===== src/logic/bsoe_pkg.sv =====
// Constants, opcodes, register map and state encoding of the sequence opcode executor
package bsoe_pkg;

  // Data and address widths
  localparam int unsigned DW        = 16;
  localparam int unsigned AW        = 16;
  localparam int unsigned RAW       = 4;
  localparam int unsigned NUM_FLAGS = 8;
  localparam int unsigned FLAG_HI   = 8;

  // Timing: clock period and the two time resolutions
  localparam int unsigned CLK_PERIOD_NS = 50;
  localparam int unsigned NS_PER_US     = 1000;
  localparam int unsigned CYC_PER_US    = (NS_PER_US + CLK_PERIOD_NS - 1) / CLK_PERIOD_NS;
  localparam int unsigned US_TICK_W     = 5;
  localparam int unsigned FRAME_LSB_US  = 100;
  localparam int unsigned FRAME_PRE_W   = 7;
  localparam int unsigned TT_PRE_W      = 7;

  // Opcodes handled here
  localparam logic [DW-1:0] OP_FLAG_UPDATE       = 16'h000c;
  localparam logic [DW-1:0] OP_LOAD_TIMETAG      = 16'h000d;
  localparam logic [DW-1:0] OP_LOAD_FRAME_TIMER  = 16'h000e;
  localparam logic [DW-1:0] OP_START_FRAME_TIMER = 16'h000f;
  localparam logic [DW-1:0] OP_PUSH_TIMETAG      = 16'h0010;
  localparam logic [DW-1:0] OP_PUSH_BLOCK_STATUS = 16'h0011;
  localparam logic [DW-1:0] OP_PUSH_IMMEDIATE    = 16'h0012;

  // Register indices on the plain register port
  localparam logic [RAW-1:0] REG_CTRL      = 4'h0;
  localparam logic [RAW-1:0] REG_LIST_PTR  = 4'h1;
  localparam logic [RAW-1:0] REG_CONFIG2   = 4'h2;
  localparam logic [RAW-1:0] REG_STATUS    = 4'h3;
  localparam logic [RAW-1:0] REG_GP_FLAGS  = 4'h4;
  localparam logic [RAW-1:0] REG_FRAME_TMR = 4'h5;
  localparam logic [RAW-1:0] REG_FRAME_CNT = 4'h6;
  localparam logic [RAW-1:0] REG_TIME_TAG  = 4'h7;

  // Field positions
  localparam int unsigned CTRL_START_BIT     = 0;
  localparam int unsigned CTRL_STOP_BIT      = 1;
  localparam int unsigned CFG2_RES_LSB       = 7;
  localparam int unsigned CFG2_RES_MSB       = 9;
  localparam int unsigned STAT_BUSY_BIT      = 0;
  localparam int unsigned STAT_BAD_OP_BIT    = 1;
  localparam int unsigned STAT_FRAME_RUN_BIT = 2;

  // Reset values
  localparam logic [AW-1:0]        RST_LIST_PTR = 16'h0000;
  localparam logic [DW-1:0]        RST_CONFIG2  = 16'h0000;
  localparam logic [NUM_FLAGS-1:0] RST_GP_FLAGS = 8'h00;
  localparam logic [DW-1:0]        RST_WORD     = 16'h0000;

  // Fetch and execute sequence, Gray coded along the fetch path
  typedef enum logic [2:0] {
    S_IDLE    = 3'b000,
    S_OP_RD   = 3'b001,
    S_OP_CAP  = 3'b011,
    S_PAR_RD  = 3'b010,
    S_PAR_CAP = 3'b110,
    S_EXEC    = 3'b111
  } bsoe_state_e;

endpackage : bsoe_pkg


===== src/logic/bsoe_tick.sv =====
// Prescaler that turns a stream of enable pulses into one tick every DIV pulses
`timescale 1ns/1ps
`default_nettype none
module bsoe_tick #(
  parameter int unsigned DIV = 20,
  parameter int unsigned W   = 5
) (
  input  wire logic ref_clk,
  input  wire logic rstn,
  input  wire logic ce,
  input  wire logic clr,
  input  wire logic en,
  output logic      tick
);

  localparam logic [W-1:0] LAST = W'(DIV - 1);

  logic [W-1:0] cnt_q;
  logic [W-1:0] cnt_d;

  assign tick  = en && (cnt_q == LAST);
  assign cnt_d = clr ? '0 : (tick ? '0 : (en ? cnt_q + W'(1) : cnt_q));

  always_ff @(posedge ref_clk) begin
    if (!rstn) begin
      cnt_q <= '0;
    end else if (ce) begin
      cnt_q <= cnt_d;
    end
  end

endmodule // bsoe_tick
`default_nettype wire


===== src/logic/bsoe_flag_update.sv =====
// Next value of the eight general purpose flags under a flag update parameter
`timescale 1ns/1ps
`default_nettype none
module bsoe_flag_update (
  input  wire logic [bsoe_pkg::NUM_FLAGS-1:0] flags_i,
  input  wire logic [bsoe_pkg::DW-1:0]        par_i,
  output logic      [bsoe_pkg::NUM_FLAGS-1:0] flags_o
);

  genvar n;
  generate
    for (n = 0; n < bsoe_pkg::NUM_FLAGS; n++) begin : g_flag
      logic [1:0] pair;
      assign pair = {par_i[n + bsoe_pkg::FLAG_HI], par_i[n]};
      assign flags_o[n] = (pair == 2'b01) ? 1'b1 :
                          (pair == 2'b10) ? 1'b0 :
                          (pair == 2'b11) ? ~flags_i[n] : flags_i[n];
    end
  endgenerate

endmodule // bsoe_flag_update
`default_nettype wire


===== src/logic/bsoe_exec.sv =====
// Fetch and execution of the flag, timer and queue push opcodes of the sequence engine
//
// What this block does
// - Flag update acts always, ignoring condition.
// - Flag zero pair: none, set, clear, toggle.
// - Flag n uses bits n and n+8.
// - Load time tag counter from parameter.
// - Load frame timer register from parameter.
// - Start frame counter from frame timer register.
// - Push time tag onto the queue.
// - Push last block status onto the queue.
// - Push parameter word onto the queue.
// - False condition: no action, next instruction.
`timescale 1ns/1ps
`default_nettype none
module bsoe_exec (
  input  wire logic                           ref_clk,
  input  wire logic                           rstn,
  input  wire logic                           ce,
  input  wire logic [bsoe_pkg::RAW-1:0]       reg_addr,
  input  wire logic [bsoe_pkg::DW-1:0]        reg_wdata,
  input  wire logic                           reg_wr,
  input  wire logic                           reg_rd,
  output logic      [bsoe_pkg::DW-1:0]        reg_rdata,
  output logic                                mem_rd,
  output logic      [bsoe_pkg::AW-1:0]        mem_addr,
  input  wire logic [bsoe_pkg::DW-1:0]        mem_rdata,
  input  wire logic                           cond_true,
  input  wire logic [bsoe_pkg::DW-1:0]        blk_status,
  output logic                                q_wr,
  output logic      [bsoe_pkg::DW-1:0]        q_data,
  output logic                                ip_adv,
  output logic      [bsoe_pkg::NUM_FLAGS-1:0] gp_flags,
  output logic      [bsoe_pkg::DW-1:0]        time_tag,
  output logic      [bsoe_pkg::DW-1:0]        frame_cnt
);

  bsoe_pkg::bsoe_state_e              state_q;
  logic [bsoe_pkg::AW-1:0]            ip_q;
  logic [bsoe_pkg::DW-1:0]            op_q;
  logic [bsoe_pkg::DW-1:0]            par_q;
  logic                               mem_rd_q;
  logic [bsoe_pkg::AW-1:0]            mem_addr_q;
  logic                               ip_adv_q;
  logic                               bad_op_q;
  logic [bsoe_pkg::NUM_FLAGS-1:0]     gp_q;
  logic [bsoe_pkg::DW-1:0]            cfg2_q;
  logic [bsoe_pkg::DW-1:0]            time_tag_q;
  logic [bsoe_pkg::TT_PRE_W-1:0]      tt_pre_q;
  logic [bsoe_pkg::DW-1:0]            frame_reg_q;
  logic [bsoe_pkg::DW-1:0]            frame_cnt_q;
  logic                               frame_run_q;
  logic                               q_wr_q;
  logic [bsoe_pkg::DW-1:0]            q_data_q;
  logic [bsoe_pkg::DW-1:0]            rdata_q;

  // Register port decode
  wire wr_ctrl   = reg_wr && (reg_addr == bsoe_pkg::REG_CTRL);
  wire wr_ptr    = reg_wr && (reg_addr == bsoe_pkg::REG_LIST_PTR);
  wire wr_cfg2   = reg_wr && (reg_addr == bsoe_pkg::REG_CONFIG2);
  wire wr_status = reg_wr && (reg_addr == bsoe_pkg::REG_STATUS);
  wire wr_gp     = reg_wr && (reg_addr == bsoe_pkg::REG_GP_FLAGS);
  wire start_req = wr_ctrl && reg_wdata[bsoe_pkg::CTRL_START_BIT];
  wire stop_req  = wr_ctrl && reg_wdata[bsoe_pkg::CTRL_STOP_BIT];
  wire bad_clr   = wr_status && reg_wdata[bsoe_pkg::STAT_BAD_OP_BIT];

  // Opcode decode
  wire is_flg = (op_q == bsoe_pkg::OP_FLAG_UPDATE);
  wire is_ltt = (op_q == bsoe_pkg::OP_LOAD_TIMETAG);
  wire is_lft = (op_q == bsoe_pkg::OP_LOAD_FRAME_TIMER);
  wire is_sft = (op_q == bsoe_pkg::OP_START_FRAME_TIMER);
  wire is_ptt = (op_q == bsoe_pkg::OP_PUSH_TIMETAG);
  wire is_pbs = (op_q == bsoe_pkg::OP_PUSH_BLOCK_STATUS);
  wire is_psi = (op_q == bsoe_pkg::OP_PUSH_IMMEDIATE);
  wire is_cond_op = is_ltt || is_lft || is_sft || is_ptt || is_pbs || is_psi;
  wire op_known   = is_flg || is_cond_op;

  // A stop written during execute cancels the instruction
  wire in_exec  = ce && (state_q == bsoe_pkg::S_EXEC) && !stop_req;
  wire exec_flg = in_exec && is_flg;
  wire cond_ok  = in_exec && cond_true;
  wire fire_ltt = cond_ok && is_ltt;
  wire fire_lft = cond_ok && is_lft;
  wire fire_sft = cond_ok && is_sft;
  wire fire_ptt = cond_ok && is_ptt;
  wire fire_pbs = cond_ok && is_pbs;
  wire fire_psi = cond_ok && is_psi;
  wire push_fire = fire_ptt || fire_pbs || fire_psi;
  wire [bsoe_pkg::DW-1:0] push_data = is_ptt ? time_tag_q : (is_pbs ? blk_status : par_q);
  wire bad_set = in_exec && !op_known;

  logic [bsoe_pkg::NUM_FLAGS-1:0] flag_next;
  logic                           us_tick;
  logic                           fr_tick;

  bsoe_flag_update u_flags (
    .flags_i (gp_q),
    .par_i   (par_q),
    .flags_o (flag_next)
  );

  bsoe_tick #(.DIV(bsoe_pkg::CYC_PER_US), .W(bsoe_pkg::US_TICK_W)) u_us_tick (
    .ref_clk (ref_clk),
    .rstn    (rstn),
    .ce      (ce),
    .clr     (1'b0),
    .en      (1'b1),
    .tick    (us_tick)
  );

  // Restarted on a frame start so the first frame period is a full one
  bsoe_tick #(.DIV(bsoe_pkg::FRAME_LSB_US), .W(bsoe_pkg::FRAME_PRE_W)) u_frame_tick (
    .ref_clk (ref_clk),
    .rstn    (rstn),
    .ce      (ce),
    .clr     (fire_sft),
    .en      (us_tick && frame_run_q),
    .tick    (fr_tick)
  );

  // Time tag resolution: 2^sel microseconds per count
  wire [2:0] tt_sel = cfg2_q[bsoe_pkg::CFG2_RES_MSB:bsoe_pkg::CFG2_RES_LSB];
  wire [bsoe_pkg::TT_PRE_W-1:0] tt_last = bsoe_pkg::TT_PRE_W'((8'h01 << tt_sel) - 8'h01);
  wire tt_tick = us_tick && (tt_pre_q == tt_last);

  always_ff @(posedge ref_clk) begin
    if (!rstn) begin
      state_q    <= bsoe_pkg::S_IDLE;
      ip_q       <= bsoe_pkg::RST_LIST_PTR;
      op_q       <= bsoe_pkg::RST_WORD;
      par_q      <= bsoe_pkg::RST_WORD;
      mem_rd_q   <= 1'b0;
      mem_addr_q <= bsoe_pkg::RST_LIST_PTR;
      ip_adv_q   <= 1'b0;
    end else if (ce) begin
      mem_rd_q <= 1'b0;
      ip_adv_q <= 1'b0;
      if (stop_req) begin
        state_q <= bsoe_pkg::S_IDLE;
      end else begin
        case (state_q)
          bsoe_pkg::S_IDLE: begin
            if (wr_ptr) begin
              ip_q <= reg_wdata;
            end else if (start_req) begin
              mem_rd_q   <= 1'b1;
              mem_addr_q <= ip_q;
              state_q    <= bsoe_pkg::S_OP_RD;
            end
          end
          bsoe_pkg::S_OP_RD: begin
            state_q <= bsoe_pkg::S_OP_CAP;
          end
          bsoe_pkg::S_OP_CAP: begin
            op_q       <= mem_rdata;
            mem_rd_q   <= 1'b1;
            mem_addr_q <= ip_q + 16'h0001;
            state_q    <= bsoe_pkg::S_PAR_RD;
          end
          bsoe_pkg::S_PAR_RD: begin
            state_q <= bsoe_pkg::S_PAR_CAP;
          end
          bsoe_pkg::S_PAR_CAP: begin
            par_q   <= mem_rdata;
            state_q <= bsoe_pkg::S_EXEC;
          end
          bsoe_pkg::S_EXEC: begin
            // A foreign opcode stops here with the pointer left on it
            if (op_known) begin
              ip_q       <= ip_q + 16'h0002;
              ip_adv_q   <= 1'b1;
              mem_rd_q   <= 1'b1;
              mem_addr_q <= ip_q + 16'h0002;
              state_q    <= bsoe_pkg::S_OP_RD;
            end else begin
              state_q <= bsoe_pkg::S_IDLE;
            end
          end
          default: begin
            state_q <= bsoe_pkg::S_IDLE;
          end
        endcase
      end
    end
  end

  always_ff @(posedge ref_clk) begin
    if (!rstn) begin
      gp_q     <= bsoe_pkg::RST_GP_FLAGS;
      cfg2_q   <= bsoe_pkg::RST_CONFIG2;
      bad_op_q <= 1'b0;
    end else if (ce) begin
      if (exec_flg) begin
        gp_q <= flag_next;
      end else if (wr_gp) begin
        gp_q <= reg_wdata[bsoe_pkg::NUM_FLAGS-1:0];
      end
      if (wr_cfg2) begin
        cfg2_q <= reg_wdata;
      end
      bad_op_q <= bad_set || (bad_op_q && !bad_clr);
    end
  end

  always_ff @(posedge ref_clk) begin
    if (!rstn) begin
      time_tag_q <= bsoe_pkg::RST_WORD;
      tt_pre_q   <= '0;
    end else if (ce) begin
      if (fire_ltt) begin
        time_tag_q <= par_q;
        tt_pre_q   <= '0;
      end else if (us_tick) begin
        tt_pre_q <= tt_tick ? '0 : tt_pre_q + bsoe_pkg::TT_PRE_W'(1);
        if (tt_tick) begin
          time_tag_q <= time_tag_q + 16'h0001;
        end
      end
    end
  end

  always_ff @(posedge ref_clk) begin
    if (!rstn) begin
      frame_reg_q <= bsoe_pkg::RST_WORD;
      frame_cnt_q <= bsoe_pkg::RST_WORD;
      frame_run_q <= 1'b0;
    end else if (ce) begin
      if (fire_lft) begin
        frame_reg_q <= par_q;
      end
      if (fire_sft) begin
        frame_cnt_q <= frame_reg_q;
        frame_run_q <= (frame_reg_q != bsoe_pkg::RST_WORD);
      end else if (fr_tick) begin
        frame_cnt_q <= frame_cnt_q - 16'h0001;
        frame_run_q <= (frame_cnt_q != 16'h0001);
      end
    end
  end

  // Read mux; unmapped indices read zero
  wire [bsoe_pkg::DW-1:0] status_word = {13'h0000, frame_run_q, bad_op_q, state_q != bsoe_pkg::S_IDLE};
  wire [bsoe_pkg::DW-1:0] rd_mux =
    (reg_addr == bsoe_pkg::REG_LIST_PTR)  ? ip_q :
    (reg_addr == bsoe_pkg::REG_CONFIG2)   ? cfg2_q :
    (reg_addr == bsoe_pkg::REG_STATUS)    ? status_word :
    (reg_addr == bsoe_pkg::REG_GP_FLAGS)  ? {8'h00, gp_q} :
    (reg_addr == bsoe_pkg::REG_FRAME_TMR) ? frame_reg_q :
    (reg_addr == bsoe_pkg::REG_FRAME_CNT) ? frame_cnt_q :
    (reg_addr == bsoe_pkg::REG_TIME_TAG)  ? time_tag_q : bsoe_pkg::RST_WORD;

  always_ff @(posedge ref_clk) begin
    if (!rstn) begin
      q_wr_q   <= 1'b0;
      q_data_q <= bsoe_pkg::RST_WORD;
      rdata_q  <= bsoe_pkg::RST_WORD;
    end else if (ce) begin
      q_wr_q <= push_fire;
      if (push_fire) begin
        q_data_q <= push_data;
      end
      rdata_q <= reg_rd ? rd_mux : bsoe_pkg::RST_WORD;
    end
  end

  assign reg_rdata = rdata_q;
  assign mem_rd    = mem_rd_q;
  assign mem_addr  = mem_addr_q;
  assign q_wr      = q_wr_q;
  assign q_data    = q_data_q;
  assign ip_adv    = ip_adv_q;
  assign gp_flags  = gp_q;
  assign time_tag  = time_tag_q;
  assign frame_cnt = frame_cnt_q;
endmodule // bsoe_exec
`default_nettype wire


===== config.mk =====
export PLATFORM = sky130hd
export DESIGN_NAME = bsoe_exec
export DESIGN_NICKNAME = d
export VERILOG_FILES = /design/src/logic/bsoe_pkg.sv /design/src/logic/bsoe_tick.sv /design/src/logic/bsoe_flag_update.sv /design/src/logic/bsoe_exec.sv
export SDC_FILE = /design/constraint.sdc
export NUM_CORES = 1
export LEC_CHECK = 0
export BUFFER_PORTS_ARGS = -buffer_cell sky130_fd_sc_hd__buf_4
export CAP_MARGIN = 20
export CORE_MARGIN = 2
export CORE_UTILIZATION = 38
export CTS_CLUSTER_DIAMETER = 40
export DETAILED_ROUTE_END_ITERATION = 16
export MAX_ROUTING_LAYER = met4
export PLACE_DENSITY = 0.7
export SLEW_MARGIN = 20
export SYNTH_ARGS = -nofsm -noshare
export SYNTH_HDL_FRONTEND = slang
export SYNTH_HIERARCHICAL = 1
export SYNTH_SLANG_ARGS = --single-unit

===== constraint.sdc =====
create_clock -name ref_clk -period 3.5 [get_ports ref_clk]
set_clock_uncertainty 0.1 [all_clocks]
set_input_delay 0.7 -clock ref_clk [delete_from_list [all_inputs] [get_ports ref_clk]]
set_output_delay 0.7 -clock ref_clk [all_outputs]
set_load 0.01 [all_outputs]

==> qor.yml <==
timing:
  setup_violations: 0
  fin_hold_ws_ns: 0.360
  tightest_slew_ns: 0.849
  period_share_pct: 95.0
  slew_viol_final: 0
  worst_slack_ns: 0.174
  max_clock_freq_mhz: 301
  maxSlewHeadroom_pct: 42.6
  post-route-min-period_ns: 3.33
  timing.final.hold_violations: 0
worst_setup_path:
  critPathCaptureType: "flop"
  cpMaxStageDelayCell: "dfxtp_1"
  worstPathRequired_ns: 3.70
  reg2reg_from: "u_us_tick/cnt_q[0]"
  arrival_ns: 3.53
  critPathMaxFanout: 7
  r2r_end: "frame_cnt[12]"
  worst_path_largest_cell_delay_ns: 0.40
  worstPathCellList: "ha_1 -> and4bb_4 -> and2_1 -> and2_4 -> nand2_1 -> nor4_4 -> buf_4 -> and3b_1 -> nand3_1 -> or3_1 -> nor3_1 -> xnor2_1 -> a21oi_1"
  reg2reg_slack_ns: 0.17
  r2r_cells: 13
  startpoint_type: "flop"
  crit_type: "flop to flop"
clocking:
  htree_levels: 4
  tritoncts: "built"
  cts_setup_buffers: 0
  cts_max_path_buffers: 2
  numCtsBuffers: 17
  clk_pin_slew_ns: 0.07
  clk_latency_ns: 0.45
  clock_sinks: 195
  cts_root_buf: "clkbuf_16"
placed_design:
  hpwl_um: 24200
  place_congestion: 0.927
  io_buffers: 148
  dp.cells: 1696
  place_ws_ns: 0.0499
drt:
  drt_wl_total_um: 33500
  antenna_left: 0
  via_per_inst: 5.86
  drtIter0Drc: 1135
  num_vias: 10100
  drc: 0
  first_pass_iters: 8
  avgRoutedWirePerCell_um: 19.4
worst_hold_path:
  hold_end: "cfg2_q[3]"
  min_path_type: "flop to flop"
  min-delay-start: "cfg2_q[3]"
  hold_depth: 2
finish:
  post-route-util_pct: 46.5
  nFillCells: 2583
  final-seq-area_mm2: 0.00390
  layout-drive-gt1-share_pct: 18.4
  layout.nets: 1446
  fin_cells: 1728
  n_antenna_cell: 0
  multi_input_area_mm2: 0.00587
  syn_to_final_growth_pct: 19.7
floorplanning:
  die_h_um: 168
  ios: 149
  die_x_um: 168
  num_rows: 59
  start_util_pct: 38.9
  dieArea_mm2: 0.0281
  core_mm2: 0.0262
synthesis:
  synth_edf_count: 0
  synth_seq_cells: 195
  yosys_warnings: 6
  yosys_most_used_dff: "dfxtp_1"
  async_reset_ff_share_pct: 0
  syn_area_per_cell_um2: 8.03
  synth_cell_type_count: 79
  seq_area_frac_synth_pct: 38.3
  synthesis.area_mm2: 0.0102
  postSynthCellCount: 1268
grt:
  grt.total_usage_pct: 24.0
  grt_pass1_wl_um: 51600
  grt_pass1_vias: 9207
  antenna_found_initial: 0
  grt_max_degree: 63
  grt-ovfl-total: 0
job:
  drv_cap: 0
pwr:
  total_power_mw: 4.41
  vdd_drop_max_v: 0.000352
  p_per_area_mw_per_mm2: 362
  leakagePower_nw: 4.45
run_status:
  status: "completed"
cells in the mapped netlist (all sizes together), types with 7 or more instances:
cell type | n | area, µm²
inv | 23 | 86.3
clkbuf | 67 | 253
a222oi | 13 | 130
nor3 | 23 | 120
a211oi | 28 | 210
buf | 29 | 159
o22ai | 8 | 56.3
nand3 | 36 | 185
nand2 | 213 | 800
nor2 | 117 | 439
mux2 | 8 | 90.1
a22o | 10 | 87.6
a21oi | 140 | 704
mux2i | 48 | 480
nand4 | 17 | 106
o21ai | 53 | 269
xnor2 | 31 | 272
a221oi | 7 | 73.8
mux4 | 8 | 180
dfxtp | 195 | 3900
and3 | 10 | 63.8
a31oi | 8 | 50.1
and2 | 11 | 68.8
ha | 8 | 100
xor2 | 13 | 114
nor4 | 21 | 181
or3 | 11 | 70.1
o31ai | 9 | 67.6
o211ai | 22 | 170
layout make-up:
cell class	instances	share of cell area, %
Clock buffer	20	3.75
Clock inverter	12	0.913
Inverter	23	0.729
Multi-Input combinational cell	966	48.2
Sequential cell	195	32.0
Tap cell	335	3.44
Timing Repair Buffer	177	11.0
critical path: cells and delay by family, from the launching register on:
family	cells	cell delay (ns)
simple gates	9	2.03
compound gates	1	0.08
fa+ha+maj	1	0.23
buf+inv	1	0.20
xor+xnor	1	0.15
flops	1	0.40
cells by family (layout without fill, tap and decap cells):
group	after synthesis	count (layout)	synth area share (%)
XOR/XNOR	44	44	3.78
buffers and inverters	119	232	4.89
AO/OA/AOI/OAI	337	337	21.3
flip-flops	195	195	38.3
AND/OR/NAND/NOR	499	499	23.2
other	2	14	0.0737
multiplexers	64	64	7.37
adder cells (fa/ha/maj)	8	8	0.983
layout by cell type, fill, tap and decap left out, drive strengths merged, types with 28 or more instances in the layout:
| cell type | instances |
|---|---|
| o21ai | 53 |
| a21oi | 140 |
| dfxtp | 195 |
| a211oi | 28 |
| nand3 | 36 |
| inv | 30 |
| nor2 | 117 |
| xnor2 | 31 |
| nand2 | 213 |
| buf | 177 |
| mux2i | 48 |
registers in the layout, summed over array words and instances, names as in the netlist, 8 cells and up:
signal,flops
cfg2_q,16
frame_cnt,16
frame_reg_q,16
ip_q,16
mem_addr,16
op_q,16
par_q,16
q_data,16
reg_rdata,16
time_tag,16
gp_flags,8
per-stage QoR:
step | area, µm² | TNS (ns)
floorplan | 10200 | 0
global placement | 11600 | 0
detailed placement | 11600 | 0
CTS | 12200 | 0
global route | 12200 | -0.00158
finish | 12200 | 0
power by group:
| group | internal [mW] | switching [mW] | total [mW] |
|---|---|---|---|
| Sequential | 2.22 | 0.00823 | 2.23 |
| Combinational | 0.0834 | 0.137 | 0.220 |
| Clock | 0.979 | 0.979 | 1.96 |
| Total | 3.28 | 1.12 | 4.41 |
worst max path at each step:
| stage | start | endpoint | slack (ns) | depth (start not counted) |
|---|---|---|---|---|
| 6_report | u_us_tick/cnt_q[0] | frame_cnt[12] | 0.17 | 13 |
| 3_3_place_gp | u_us_tick/cnt_q[0] | frame_cnt[13] | 0.16 | 14 |
| 2_1_floorplan | u_us_tick/cnt_q[0] | frame_cnt[13] | 0.15 | 12 |
| 4_1_cts | u_us_tick/cnt_q[0] | frame_cnt[12] | 0.02 | 13 |
| 3_5_place_dp | u_us_tick/cnt_q[0] | frame_cnt[12] | 0.05 | 13 |
| 5_1_grt | u_us_tick/cnt_q[0] | frame_cnt[13] | -0.002 | 14 |
repair_timing:
action                     CTS  global route
hold buffers                 0             0
hold endpoints to repair     0             0
resized for setup            0             4
setup endpoints to repair    0            11
metal layers:
metal  vias to the layer above  GRT usage (%)  share of wire [%]
met5                         -              -                  0
met4                         0           9.00                3.6
met3                        81           3.59                8.5
met2                       525           37.1                 45
met1                      4751           31.7                 43
li1                       4768              -                  -
Power figures use the tool's default switching activity.
